$ cat src/pcl_regs.vh
// register offsets, field positions, reset values and timing counts of the config loader
`ifndef PCL_REGS_VH
`define PCL_REGS_VH
// register offsets (13-bit serial address)
`define PCL_A_PORT_CTRL 13'h0000
`define PCL_A_RB_CTRL 13'h0004
`define PCL_A_UPDATE 13'h0005
`define PCL_A_SCR_LO 13'h0006
`define PCL_A_SCR_HI 13'h0007
`define PCL_A_SIL_REV 13'h000A
`define PCL_A_RSVD_B 13'h000B
`define PCL_A_FAM_LO 13'h000C
`define PCL_A_FAM_HI 13'h000D
`define PCL_A_S1_EN 13'h0C00
`define PCL_A_FSEL 13'h0C01
`define PCL_A_SCSEL 13'h0C02
`define PCL_A_S2_EN 13'h0C03
`define PCL_A_IN_SCALE 13'h0C04
`define PCL_A_OUT_SCALE 13'h0C05
`define PCL_A_TUNE 13'h0C06
// buffered slot indices
`define PCL_I_RB 3'd0
`define PCL_I_S1 3'd1
`define PCL_I_FSEL 3'd2
`define PCL_I_SCSEL 3'd3
`define PCL_I_S2 3'd4
`define PCL_I_INSC 3'd5
`define PCL_I_OUTSC 3'd6
`define PCL_I_TUNE 3'd7
// field positions
`define PCL_B_SDO_EN 7
`define PCL_B_LSB_FIRST 6
`define PCL_B_SOFT_RST 5
`define PCL_B_UPDATE 0
`define PCL_B_RB_BUF 0
`define PCL_B_SEC_EN 0
`define PCL_B_PM 4
// reset values
`define PCL_RST_BYTE 8'h00
`define PCL_RST_RSVD_B 8'h0F
// three-level pin codes
`define PCL_TL_LOW 2'b00
`define PCL_TL_MID 2'b01
`define PCL_TL_HIGH 2'b10
// system clock divide values
`define PCL_N_DIV8 8'h08
`define PCL_N_DIV16 8'h10
// cycles after reset release before straps are caught
`define PCL_STRAP_SETTLE 2'd3
`endif

$ cat src/pcl_loader.v
// pin-program configuration loader with serial register ports
`include "pcl_regs.vh"
`timescale 1ns/1ps
`default_nettype none

module pcl_loader #(
  parameter [7:0] SIL_REV = 8'h5A, // arbitrary value
  parameter [15:0] FAMILY_ID = 16'h3C7E, // arbitrary value
  parameter [6:0] I2C_DEV_ADDR = 7'h48 // bus address of this device
) (
  input wire ref_clk, // 50 MHz clock
  input wire sys_rst, // sync reset, active high
  input wire strap_mode_select_pin, // high = hard mode
  input wire [1:0] multifunction_pin_0, // three-level code
  input wire [1:0] multifunction_pin_1, // three-level code
  input wire [1:0] multifunction_pin_2, // three-level code
  input wire [1:0] multifunction_pin_3, // three-level code
  input wire [1:0] multifunction_pin_4, // three-level code
  input wire [1:0] multifunction_pin_5, // three-level code
  input wire [1:0] irq_pin_level, // three-level code of irq pin
  input wire spi_cs_n, // spi chip select
  input wire spi_sclk, // spi clock
  input wire spi_sdio_i, // spi data in
  output reg spi_sdio_o, // spi data out, 3-wire
  output wire spi_sdio_oe, // drive enable of sdio
  output reg spi_sdo_o, // spi data out, 4-wire
  output wire spi_sdo_oe, // drive enable of sdo
  input wire i2c_scl, // i2c clock
  input wire i2c_sda_i, // i2c data in
  output wire i2c_sda_o, // always low when driven
  output wire i2c_sda_oe, // pulls sda low
  input wire nv_load_we, // store load write strobe
  input wire [12:0] nv_load_addr, // store load address
  input wire [7:0] nv_load_data, // store load data
  output reg hard_mode, // strap mode in force
  output reg [3:0] input_freq_id, // input frequency id
  output reg [3:0] output_freq_id, // output frequency id
  output reg [1:0] sysclk_cfg, // sysclk config id
  output reg crystal_input_mode, // crystal drive on
  output reg sysclk_doubler_en, // doubler on
  output reg [7:0] sysclk_n_div, // sysclk N divide
  output reg [1:0] freq_tolerance_sel, // tolerance range
  output reg [1:0] loop_bw_sel, // loop bandwidth
  output reg phase_margin_high, // high phase margin
  output reg [19:0] ref_scale_factor, // ref d..a factors, 5 bits each
  output reg [19:0] chan_scale_factor // ch 3..0 factors, 5 bits each
);

  // base-3 value of three pins, clamped to 15
  function [3:0] tl_id;
    input [1:0] hi;
    input [1:0] mi;
    input [1:0] lo;
    reg [5:0] v;
    begin
      v = 6'd9 * {4'd0, hi} + 6'd3 * {4'd0, mi} + {4'd0, lo};
      tl_id = (v > 6'd15) ? 4'hF : v[3:0];
    end
  endfunction

  // two-bit code to divide factor
  function [4:0] scale_of;
    input [1:0] c;
    begin
      case (c)
        2'd0: scale_of = 5'd1;
        2'd1: scale_of = 5'd4;
        2'd2: scale_of = 5'd8;
        default: scale_of = 5'd16;
      endcase
    end
  endfunction

  // pin synchronisers: straps, spi, i2c
  reg [14:0] pin_s1_q;
  reg [14:0] pin_s2_q;
  reg [4:0] ser_s1_q;
  reg [4:0] ser_s2_q;
  reg [4:0] ser_d_q;
  always @(posedge ref_clk) begin
    pin_s1_q <= {strap_mode_select_pin, multifunction_pin_5, multifunction_pin_4, multifunction_pin_3,
                 multifunction_pin_2, multifunction_pin_1, multifunction_pin_0, irq_pin_level};
    pin_s2_q <= pin_s1_q;
    ser_s1_q <= {spi_cs_n, spi_sclk, spi_sdio_i, i2c_scl, i2c_sda_i};
    ser_s2_q <= ser_s1_q;
    ser_d_q <= ser_s2_q;
  end
  wire cs_n = ser_s2_q[4];
  wire sclk_rise = ser_s2_q[3] & ~ser_d_q[3];
  wire sclk_fall = ~ser_s2_q[3] & ser_d_q[3];
  wire sdio = ser_s2_q[2];
  wire scl_rise = ser_s2_q[1] & ~ser_d_q[1];
  wire scl_fall = ~ser_s2_q[1] & ser_d_q[1];
  wire sda = ser_s2_q[0];
  wire i2c_start = ser_s2_q[1] & ser_d_q[1] & ~sda & ser_d_q[0];
  wire i2c_stop = ser_s2_q[1] & ser_d_q[1] & sda & ~ser_d_q[0];

  // strap capture once after each sys_rst release
  reg [1:0] settle_q;
  reg strap_done_q;
  reg [3:0] hw_in_q;
  reg [3:0] hw_out_q;
  reg [1:0] hw_sys_q;
  always @(posedge ref_clk) begin
    if (sys_rst) begin
      settle_q <= 2'd0;
      strap_done_q <= 1'b0;
      hard_mode <= 1'b0;
      hw_in_q <= 4'h0;
      hw_out_q <= 4'h0;
      hw_sys_q <= 2'd0;
    end else if (!strap_done_q) begin
      if (settle_q == `PCL_STRAP_SETTLE) begin
        strap_done_q <= 1'b1;
        hard_mode <= pin_s2_q[14];
        hw_in_q <= tl_id(pin_s2_q[13:12], pin_s2_q[11:10], pin_s2_q[3:2]);
        hw_out_q <= tl_id(pin_s2_q[9:8], pin_s2_q[7:6], pin_s2_q[5:4]);
        hw_sys_q <= (pin_s2_q[1:0] == `PCL_TL_HIGH) ? 2'd2 :
                    (pin_s2_q[1:0] == `PCL_TL_MID) ? 2'd1 : 2'd0;
      end else begin
        settle_q <= settle_q + 2'd1;
      end
    end
  end

  // register storage
  reg [7:0] port_ctrl_q;
  reg [7:0] scr_lo_q;
  reg [7:0] scr_hi_q;
  reg update_q;
  reg [7:0] buf_q [0:7];
  reg [7:0] act_q [0:7];

  // shared write port, spi wins a same-cycle clash
  wire spi_we;
  wire i2c_we;
  wire [12:0] spi_addr;
  wire [12:0] i2c_addr;
  wire [7:0] spi_wdata;
  wire [7:0] i2c_wdata;
  wire host_we = spi_we | i2c_we;
  wire [12:0] wr_addr = spi_we ? spi_addr : i2c_addr;
  wire [7:0] wr_data = spi_we ? spi_wdata : i2c_wdata;

  // map an address to a buffered slot
  reg slot_hit;
  reg [2:0] slot;
  reg slot_open;
  always @* begin
    slot_hit = 1'b1;
    slot = `PCL_I_RB;
    if (wr_addr == `PCL_A_RB_CTRL) begin
      slot = `PCL_I_RB;
    end else if (wr_addr == `PCL_A_S1_EN) begin
      slot = `PCL_I_S1;
    end else if (wr_addr == `PCL_A_FSEL) begin
      slot = `PCL_I_FSEL;
    end else if (wr_addr == `PCL_A_SCSEL) begin
      slot = `PCL_I_SCSEL;
    end else if (wr_addr == `PCL_A_S2_EN) begin
      slot = `PCL_I_S2;
    end else if (wr_addr == `PCL_A_IN_SCALE) begin
      slot = `PCL_I_INSC;
    end else if (wr_addr == `PCL_A_OUT_SCALE) begin
      slot = `PCL_I_OUTSC;
    end else if (wr_addr == `PCL_A_TUNE) begin
      slot = `PCL_I_TUNE;
    end else begin
      slot_hit = 1'b0;
    end
    if (slot == `PCL_I_FSEL || slot == `PCL_I_SCSEL) begin
      slot_open = buf_q[`PCL_I_S1][`PCL_B_SEC_EN];
    end else if (slot == `PCL_I_INSC || slot == `PCL_I_OUTSC || slot == `PCL_I_TUNE) begin
      slot_open = buf_q[`PCL_I_S2][`PCL_B_SEC_EN];
    end else begin
      slot_open = 1'b1;
    end
  end

  // store load slot decode, port control excluded
  reg nv_hit;
  reg [2:0] nv_slot;
  always @* begin
    nv_hit = 1'b1;
    nv_slot = 3'd0;
    if (nv_load_addr == `PCL_A_RB_CTRL) begin
      nv_slot = `PCL_I_RB;
    end else if (nv_load_addr >= `PCL_A_S1_EN && nv_load_addr <= `PCL_A_TUNE) begin
      nv_slot = nv_load_addr[2:0] + 3'd1;
    end else begin
      nv_hit = 1'b0;
    end
  end

  wire soft_rst = host_we && wr_addr == `PCL_A_PORT_CTRL && wr_data[`PCL_B_SOFT_RST];
  integer i;
  // register writes, update copy and soft reset
  always @(posedge ref_clk) begin
    if (sys_rst || soft_rst) begin
      port_ctrl_q <= `PCL_RST_BYTE;
      scr_lo_q <= `PCL_RST_BYTE;
      scr_hi_q <= `PCL_RST_BYTE;
      update_q <= 1'b0;
      for (i = 0; i < 8; i = i + 1) begin
        buf_q[i] <= `PCL_RST_BYTE;
        act_q[i] <= `PCL_RST_BYTE;
      end
    end else begin
      update_q <= 1'b0;
      if (update_q) begin
        for (i = 0; i < 8; i = i + 1) begin
          act_q[i] <= buf_q[i];
        end
      end
      if (nv_load_we && nv_hit) begin
        buf_q[nv_slot] <= nv_load_data;
      end
      if (host_we) begin
        if (wr_addr == `PCL_A_PORT_CTRL) begin
          port_ctrl_q <= {wr_data[7:6], 6'd0};
        end else if (wr_addr == `PCL_A_UPDATE) begin
          update_q <= wr_data[`PCL_B_UPDATE];
        end else if (wr_addr == `PCL_A_SCR_LO) begin
          scr_lo_q <= wr_data;
        end else if (wr_addr == `PCL_A_SCR_HI) begin
          scr_hi_q <= wr_data;
        end else if (slot_hit && slot_open) begin
          buf_q[slot] <= wr_data;
        end
      end
    end
  end

  // read mux, active or buffered copy per readback select
  function [7:0] rd_byte;
    input [12:0] a;
    input sel_buf;
    reg [7:0] v;
    begin
      v = 8'h00;
      if (a == `PCL_A_PORT_CTRL) begin
        v = port_ctrl_q;
      end else if (a == `PCL_A_UPDATE) begin
        v = {7'd0, update_q};
      end else if (a == `PCL_A_SCR_LO) begin
        v = scr_lo_q;
      end else if (a == `PCL_A_SCR_HI) begin
        v = scr_hi_q;
      end else if (a == `PCL_A_SIL_REV) begin
        v = SIL_REV;
      end else if (a == `PCL_A_RSVD_B) begin
        v = `PCL_RST_RSVD_B;
      end else if (a == `PCL_A_FAM_LO) begin
        v = FAMILY_ID[7:0];
      end else if (a == `PCL_A_FAM_HI) begin
        v = FAMILY_ID[15:8];
      end else if (a == `PCL_A_RB_CTRL) begin
        v = sel_buf ? buf_q[`PCL_I_RB] : act_q[`PCL_I_RB];
      end else if (a >= `PCL_A_S1_EN && a <= `PCL_A_TUNE) begin
        v = sel_buf ? buf_q[a[2:0] + 3'd1] : act_q[a[2:0] + 3'd1];
      end
      rd_byte = v;
    end
  endfunction
  wire rb_buf = act_q[`PCL_I_RB][`PCL_B_RB_BUF];

  // spi slave: 16-bit instruction then data bytes, address steps up
  reg [4:0] spi_cnt_q;
  reg [15:0] spi_sh_q;
  reg spi_rd_q;
  reg [12:0] spi_addr_q;
  reg [7:0] spi_tx_q;
  reg spi_we_q;
  reg [7:0] spi_wd_q;
  always @(posedge ref_clk) begin
    spi_we_q <= 1'b0;
    if (sys_rst || cs_n) begin
      spi_cnt_q <= 5'd0;
      spi_sh_q <= 16'h0000;
      spi_rd_q <= 1'b0;
      spi_addr_q <= 13'h0000;
      spi_tx_q <= 8'h00;
      spi_wd_q <= 8'h00;
      spi_sdio_o <= 1'b0;
      spi_sdo_o <= 1'b0;
    end else if (sclk_rise) begin
      spi_sh_q <= {spi_sh_q[14:0], sdio};
      if (spi_cnt_q == 5'd15) begin
        spi_rd_q <= spi_sh_q[14];
        spi_addr_q <= {spi_sh_q[11:0], sdio};
        spi_tx_q <= rd_byte({spi_sh_q[11:0], sdio}, rb_buf);
        spi_cnt_q <= 5'd16;
      end else if (spi_cnt_q == 5'd23) begin
        spi_we_q <= ~spi_rd_q;
        spi_wd_q <= {spi_sh_q[6:0], sdio};
        spi_addr_q <= spi_addr_q + 13'd1;
        spi_tx_q <= rd_byte(spi_addr_q + 13'd1, rb_buf);
        spi_cnt_q <= 5'd16;
      end else begin
        spi_cnt_q <= spi_cnt_q + 5'd1;
      end
    end else if (sclk_fall && spi_cnt_q >= 5'd16) begin
      spi_sdio_o <= spi_tx_q[7];
      spi_sdo_o <= spi_tx_q[7];
      spi_tx_q <= {spi_tx_q[6:0], 1'b0};
    end
  end
  // a byte write lands the cycle after its last clock rise
  assign spi_we = spi_we_q;
  assign spi_addr = spi_addr_q - 13'd1;
  assign spi_wdata = spi_wd_q;
  wire spi_drive = ~cs_n & spi_rd_q & (spi_cnt_q >= 5'd16);
  assign spi_sdio_oe = spi_drive & ~port_ctrl_q[`PCL_B_SDO_EN];
  assign spi_sdo_oe = spi_drive & port_ctrl_q[`PCL_B_SDO_EN];

  // i2c slave states
  localparam [2:0] IS_IDLE = 3'd0;
  localparam [2:0] IS_RX = 3'd1;
  localparam [2:0] IS_ACK = 3'd2;
  localparam [2:0] IS_TX = 3'd3;
  localparam [2:0] IS_MACK = 3'd4;
  reg [2:0] i_st_q;
  reg [3:0] i_cnt_q;
  reg [7:0] i_sh_q;
  reg [1:0] i_byte_q;
  reg i_rw_q;
  reg [12:0] i_addr_q;
  reg [7:0] i_tx_q;
  reg i_we_q;
  reg [7:0] i_wd_q;
  reg [12:0] i_wa_q;
  always @(posedge ref_clk) begin
    i_we_q <= 1'b0;
    if (sys_rst || i2c_stop) begin
      i_st_q <= IS_IDLE;
      i_cnt_q <= 4'd0;
      i_sh_q <= 8'h00;
      i_byte_q <= 2'd0;
      i_rw_q <= 1'b0;
      i_tx_q <= 8'h00;
      i_wd_q <= 8'h00;
      i_wa_q <= 13'h0000;
      if (sys_rst) begin
        i_addr_q <= 13'h0000;
      end
    end else if (i2c_start) begin
      i_st_q <= hard_mode ? IS_IDLE : IS_RX;
      i_cnt_q <= 4'd0;
      i_byte_q <= 2'd0;
    end else begin
      case (i_st_q)
        IS_RX: begin
          if (scl_rise) begin
            i_sh_q <= {i_sh_q[6:0], sda};
            i_cnt_q <= i_cnt_q + 4'd1;
          end else if (scl_fall && i_cnt_q == 4'd8) begin
            i_st_q <= IS_ACK;
            if (i_byte_q == 2'd0) begin
              i_rw_q <= i_sh_q[0];
              if (i_sh_q[7:1] != I2C_DEV_ADDR) begin
                i_st_q <= IS_IDLE;
              end
            end else if (i_byte_q == 2'd1) begin
              i_addr_q[12:8] <= i_sh_q[4:0];
            end else if (i_byte_q == 2'd2) begin
              i_addr_q[7:0] <= i_sh_q;
            end else begin
              i_we_q <= 1'b1;
              i_wd_q <= i_sh_q;
              i_wa_q <= i_addr_q;
              i_addr_q <= i_addr_q + 13'd1;
            end
          end
        end
        IS_ACK: begin
          if (scl_fall) begin
            i_cnt_q <= 4'd0;
            if (i_byte_q != 2'd3) begin
              i_byte_q <= i_byte_q + 2'd1;
            end
            if (i_rw_q && i_byte_q == 2'd0) begin
              i_st_q <= IS_TX;
              i_tx_q <= rd_byte(i_addr_q, rb_buf);
              i_addr_q <= i_addr_q + 13'd1;
            end else begin
              i_st_q <= IS_RX;
            end
          end
        end
        IS_TX: begin
          if (scl_fall) begin
            i_tx_q <= {i_tx_q[6:0], 1'b0};
            i_cnt_q <= i_cnt_q + 4'd1;
            if (i_cnt_q == 4'd7) begin
              i_st_q <= IS_MACK;
            end
          end
        end
        IS_MACK: begin
          if (scl_rise && sda) begin
            i_st_q <= IS_IDLE;
          end else if (scl_fall) begin
            i_st_q <= IS_TX;
            i_cnt_q <= 4'd0;
            i_tx_q <= rd_byte(i_addr_q, rb_buf);
            i_addr_q <= i_addr_q + 13'd1;
          end
        end
        default: begin
          i_st_q <= IS_IDLE;
        end
      endcase
    end
  end
  assign i2c_we = i_we_q;
  assign i2c_addr = i_wa_q;
  assign i2c_wdata = i_wd_q;
  assign i2c_sda_o = 1'b0;
  assign i2c_sda_oe = (i_st_q == IS_ACK) | (i_st_q == IS_TX & ~i_tx_q[7]);

  // registered configuration outputs
  wire soft_s1 = act_q[`PCL_I_S1][`PCL_B_SEC_EN];
  wire soft_s2 = act_q[`PCL_I_S2][`PCL_B_SEC_EN];
  wire [7:0] fsel = act_q[`PCL_I_FSEL];
  wire [7:0] insc = act_q[`PCL_I_INSC];
  wire [7:0] outsc = act_q[`PCL_I_OUTSC];
  wire [7:0] tune = act_q[`PCL_I_TUNE];
  reg [1:0] cfg_d;
  integer k;
  always @* begin
    // soft bits stand in for straps
    if (hard_mode) begin
      cfg_d = hw_sys_q;
    end else if (soft_s1) begin
      cfg_d = act_q[`PCL_I_SCSEL][1:0];
    end else begin
      cfg_d = 2'd0;
    end
  end
  always @(posedge ref_clk) begin
    if (sys_rst) begin
      input_freq_id <= 4'h0;
      output_freq_id <= 4'h0;
      sysclk_cfg <= 2'd0;
      crystal_input_mode <= 1'b1;
      sysclk_doubler_en <= 1'b1;
      sysclk_n_div <= `PCL_N_DIV8;
      freq_tolerance_sel <= 2'd0;
      loop_bw_sel <= 2'd0;
      phase_margin_high <= 1'b0;
      ref_scale_factor <= {4{5'd1}};
      chan_scale_factor <= {4{5'd1}};
    end else begin
      input_freq_id <= hard_mode ? hw_in_q : (soft_s1 ? fsel[3:0] : 4'h0);
      output_freq_id <= hard_mode ? hw_out_q : (soft_s1 ? fsel[7:4] : 4'h0);
      sysclk_cfg <= cfg_d;
      crystal_input_mode <= (cfg_d == 2'd0) || (cfg_d == 2'd2);
      sysclk_doubler_en <= (cfg_d != 2'd3);
      sysclk_n_div <= (cfg_d == 2'd2) ? `PCL_N_DIV16 : `PCL_N_DIV8;
      freq_tolerance_sel <= soft_s2 ? tune[1:0] : 2'd0;
      loop_bw_sel <= soft_s2 ? tune[3:2] : 2'd0;
      phase_margin_high <= soft_s2 & tune[`PCL_B_PM];
      for (k = 0; k < 4; k = k + 1) begin
        ref_scale_factor[k * 5 +: 5] <= (soft_s2 & ~hard_mode) ? scale_of(insc[k * 2 +: 2]) : 5'd1;
        chan_scale_factor[k * 5 +: 5] <= (soft_s2 & ~hard_mode) ? scale_of(outsc[k * 2 +: 2]) : 5'd1;
      end
    end
  end

endmodule
`default_nettype wire

$ cat config.mk
export PLATFORM = sky130hd
export DESIGN_NAME = pcl_loader
export DESIGN_NICKNAME = d
export VERILOG_FILES = /design/src/pcl_loader.v
export VERILOG_INCLUDE_DIRS = /design/src
export SDC_FILE = /design/constraint.sdc
export NUM_CORES = 1
export LEC_CHECK = 0
export BUFFER_PORTS_ARGS = -buffer_cell sky130_fd_sc_hd__buf_2
export CORE_ASPECT_RATIO = 1.75
export CORE_UTILIZATION = 28
export DETAILED_ROUTE_END_ITERATION = 16
export PLACE_DENSITY = 0.42
export SYNTH_ARGS = -nofsm -noshare
export SYNTH_HDL_FRONTEND = slang
export SYNTH_SLANG_ARGS = --single-unit
$ cat constraint.sdc
create_clock -name ref_clk -period 14.2 [get_ports ref_clk]
set_input_delay 2.84 -clock ref_clk [delete_from_list [all_inputs] [get_ports ref_clk]]
set_output_delay 2.84 -clock ref_clk [all_outputs]
set_load 0.005 [all_outputs]
-- Yosys cells after proc, flatten, opt, wreduce, memory -nomap -nowiden
Memories as Yosys holds them, arrays and structs flattened.
Cells that the tools add are included.
- register bits after elaboration: 255
- bits in writable memories: 128
- bits of input ports: 44
- logic and storage cells: 452
- memories kept: 2
- memory list (memory ; depth ; bits a word ; read ports ; clocked after Yosys merged registers in ; write ports ; RTL line ; source):
    act_q ; 8 ; 8 ; 11 ; 0 ; 8 ; pcl_loader.v:132 ; reg [7:0] act_q [0:7];
    buf_q ; 8 ; 8 ; 11 ; 0 ; 8 ; pcl_loader.v:131 ; reg [7:0] buf_q [0:7];
- $add $sub $neg: 15
- $mul: 4
- $lt $le $gt $ge: 11
- eq/ne operators: 98
- multiplexer cells: 157
- bitwise logic cells: 55
- reduce and logical (&&, ||, !) cells: 65
- operator list (operator ; count):
    $mux W8 ; 56
    $eq A13 B3 Y1 const B ; 17
    $mux W13 ; 13
    $eq A13 B4 Y1 const B ; 12
    $pmux W5 S3 ; 8
    $eq A13 B12 Y1 const B ; 7
    $mux W3 ; 20
    $ge A13 B12 Y1 const B ; 4
    $le A13 B12 Y1 const B ; 4
    $logic_not A13 Y1 ; 4
    $mux W4 ; 10
    $ne A3 B3 Y1 const B ; 13
    $pmux W13 S3 ; 1
    $mux W1 ; 35
    $not A1 Y1 ; 29
    $add A13 B1 Y13 const B ; 2
    $mux W5 ; 5
    $eq A2 B2 Y1 const B ; 12
    $pmux W8 S3 ; 1
    $reduce_and A11 Y1 ; 2
    $eq A2 B1 Y1 const B ; 10
    $logic_not A2 Y1 ; 10
    $ne A2 B2 Y1 const B ; 9
    $and A1 B1 Y1 ; 16
    other kinds (41) ; 105

-- Longest topological paths before layout
- depth in word-level cells: 27
- depth in mapped cells: 16

-- Worst setup path before layout
OpenSTA, ideal clock, no wires.
- kind: in2reg
- start point: input nv_load_addr[7]
- end point: memory buf_q[4][0] (enable)
- setup time: 0.337 ns
- data arrival time: 5.132 ns
- required time: 13.863 ns
- slack: 8.731 ns
- stages on the path: 8
- buffers on the path: 1
- cell sequence: or2_2 > nor4_1 > a31oi_1 > nor2_1 > and3_1 > nand2b_1 > clkbuf_1 > nand3_1
- RTL lines (item ; RTL line ; source):
    start, declared ; pcl_loader.v:33 ; input wire [12:0] nv_load_addr,
    end, declared ; pcl_loader.v:131 ;

==> results.yml <==
global_routing:
  grt_pass1_vias: 17300
  grt_pass1_wl_mm: 119
  track_usage_pct: 21.6
  grt_overflow: 0
  grt_max_degree: 68
  grt_antenna_before_repair: 0
sta:
  fmax_mhz: 184
  relSlewSlack_pct: 17.2
  fin_skew_ns: 0.0200
  whs_ns: 0.324
  min_period_ns: 5.43
  worst_pin_slew_ns: 1.22
  maxSlewViolCount: 0
  fin_crit_sh_pct: 38.3
  finalSetupViolations: 0
  tns_ns: 0
  grt_setup_unrepaired: "false"
  hold_viol_final: 0
power_and_ir_drop:
  p_leak_nw: 8.50
  clock_power_share_pct: 41.8
  peakVddDrop_mv: 0.0840
  p_int_mw: 1.78
  p_comb_share_pct: 9.0
  seqPwrFrac_pct: 49.2
  switchingPower_mw: 0.618
  p_sw_share_pct: 25.8
  power_per_cell_area_nw_per_um2: 103
clock_network:
  cts_max_level: 2
  cts_setup_buffers: 0
  cts_buffers: 39
  clock_sinks: 368
  cts_hold_buf: 0
  cts_resized: 0
  clk_pin_slew_ns: 0.06
  cts_tree: "done"
  worstSkewPairLatency_ns: 0.56
  root_buffer: "clkbuf_16"
  cts-root-to-sink-buffers: 3
route:
  antenna_left: 0
  vias: 17400
  drtPass1Iterations: 8
  wl_per_cell_um: 26.4
  wl_mm: 82.5
  first_iter_violations: 1148
  routed_via_density: 5.54
  drc_errors: 0
setup_path:
  cp.arrival_ns: 5.65
  r2r-start: "spi_addr_q[0]$_SDFFE_PP0P_"
  r2r_slack_ns: 9.10
  crit_slowest_cell: "nor4_2"
  r2r_cells: 9
  cpPeakStageDelay_ns: 0.69
  r2r_end: "buf_q[2][4]$_DFFE_PP_"
  start_kind: "input port"
  criticalPathCategory: "in2reg"
  critPathRequiredTime_ns: 14.42
  crit_chain: "buf_2 > nor4_1 > nand2_1 > or4_1 > nor4_2 > and3_1 > or3_1"
  crit_fanout: 10
  cp-end-kind: "flip-flop"
die:
  num_rows: 131
  fp.dieH_um: 362
  coreArea_um2: 73100
  die_w_um: 208
  dieArea_um2: 75100
  initial_core_util_pct: 28.3
  pin_count: 116
min_path:
  holdPathStages: 0
  hold_class: "reg2reg"
  min_from: "pin_s1_q[11]$_DFF_P_"
  min_to: "pin_s2_q[11]$_DFF_P_"
synthesis:
  netlist_area_um2: 20700
  synth_edf_count: 141
  synth_cells: 2141
  ys.flop_type: "dfxtp_1"
  ys_seq_area_share_pct: 42.4
  synth-seq-cells: 368
  synth.avg_cell_area_um2: 9.67
  netlist-cell-type-count: 90
  synth-warning-count: 0
  async_flop_share_pct: 0
final_layout:
  syn_to_final_growth_pct: 12.3
  post-route-util_pct: 31.8
  regArea_um2: 8780
  layout_commonest_cell: "nand2_1"
  finalInstanceArea_um2: 23300
  final_cell_mix: "nand2_1 (280), dfxtp_1 (226), nor2_1 (193)"
  nets: 2254
  drive_above_1_share_pct: 15.1
  insertedDiodeCount: 0
  nFillCells: 7622
  multi_input_area_um2: 11200
placed_design:
  place.gp.congestion: 0.958
  dpl_cell_area_um2: 22100
  port_buffers: 100
  hpwl_mm: 62.3
job:
  drv_cap: 0
outcome:
  outcome: "complete, no violations"
[cell usage after synthesis, drive strengths merged (7+ instances only)]
cell | number | share of area, %
and3 | 74 | 2.2
a311oi | 7 | 0.30
xnor2 | 18 | 0.76
clkbuf | 116 | 2.1
a21oi | 124 | 3.0
nand2 | 281 | 5.1
nor3 | 34 | 0.85
nand4b | 8 | 0.34
nor2 | 194 | 3.5
or2 | 8 | 0.24
a211oi | 44 | 1.6
ha | 32 | 1.9
xor2 | 15 | 0.63
nor3b | 14 | 0.51
a31oi | 15 | 0.45
nand2b | 25 | 0.76
a22oi | 18 | 0.65
o22ai | 29 | 0.88
o21ai | 91 | 2.2
mux2 | 11 | 0.60
nor2b | 20 | 0.60
edfxtp | 141 | 20
a221oi | 9 | 0.38
dfxtp | 227 | 22
mux4 | 92 | 10
mux2i | 113 | 5.5
or4 | 10 | 0.40
nand3 | 68 | 1.6
o32ai | 13 | 0.55
nor4 | 22 | 0.73
nand4 | 26 | 0.79
and2 | 31 | 0.95
buf | 44 | 1.3
or3 | 15 | 0.45
inv | 54 | 0.98
fa | 7 | 0.68
[logic make-up (layout without fill, tap and decap cells)]
group	Yosys count	after routing	synth area share, %
AND/OR/NAND/NOR	847	847	19.8
flip-flops	368	368	42.4
buffers and inverters	214	259	4.35
XOR/XNOR	35	35	1.62
multiplexers	216	216	16.1
other	1	15	0.0181
AO/OA/AOI/OAI	421	421	13.1
adder cells (fa/ha/maj)	39	39	2.61
[power groups by stage]
stage / clock network [mW] / registers [mW] / logic, mW
after global routing: 1.07 / 1.18 / 0.232
after CTS: 1.03 / 1.18 / 0.217
after floorplan: 0 / 1.17 / 0.154
after detailed placement: 0 / 1.20 / 0.216
after global placement: 0 / 1.20 / 0.214
final: 1.00 / 1.18 / 0.215
[layout make-up]
type / count / share of cell area [%]
multi-input combinational: 1573 / 47.9
sequential: 368 / 37.7
tap: 931 / 5.01
clock buffer: 57 / 4.71
timing repair buffer: 135 / 3.28
inverter: 54 / 0.871
clock inverter: 13 / 0.430
[worst max path at each step]
stage                      from                    end  cells after the start
2_1_floorplan   nv_load_addr[7]  buf_q[4][0]$_DFFE_PP_                      8
3_3_place_gp   nv_load_addr[12]  buf_q[1][2]$_DFFE_PP_                      7
3_5_place_dp   nv_load_addr[12]  buf_q[1][3]$_DFFE_PP_                      7
4_1_cts        nv_load_addr[12]  buf_q[1][6]$_DFFE_PP_                      7
5_1_grt        nv_load_addr[12]  buf_q[1][2]$_DFFE_PP_                      7
6_report       nv_load_addr[12]  buf_q[1][2]$_DFFE_PP_                      7
[stage by stage]
stage / std cells / worst slack, ns / power [mW]
after floorplan: 2155 / 8.73 / 1.33
after global placement: 3061 / 8.31 / 1.41
after detailed placement: 3061 / 8.24 / 1.42
after CTS: 3131 / 8.81 / 2.43
after global routing: 3131 / 8.58 / 2.48
final: 3131 / 8.77 / 2.39
[worst max-delay path, delay by kind of cell]
kind	cells	cell delay, ns
buffers and inverters	1	0.10
and+or+nand+nor	6	2.70
[sequential cells by signal (all words and copies together) (netlist names), 13 cells and up]
name / count
i_addr_q: 13
pin_s1_q: 15
act_q: 64
spi_sh_q: 15
i2c_addr: 13
buf_q: 64
chan_scale_factor: 16
pin_s2_q: 15
ref_scale_factor: 16
spi_addr_q: 13
[per-layer routing]
layer  track usage, %  up-vias  wire length [um]
met3             2.53      245              3150
li1                 -     7954                 -
met4             20.1        0              8540
met1             20.5     8543             27100
met5                0        -                 0
met2             40.4      608             43700
Note: power is estimated with default switching activity, not from simulation.
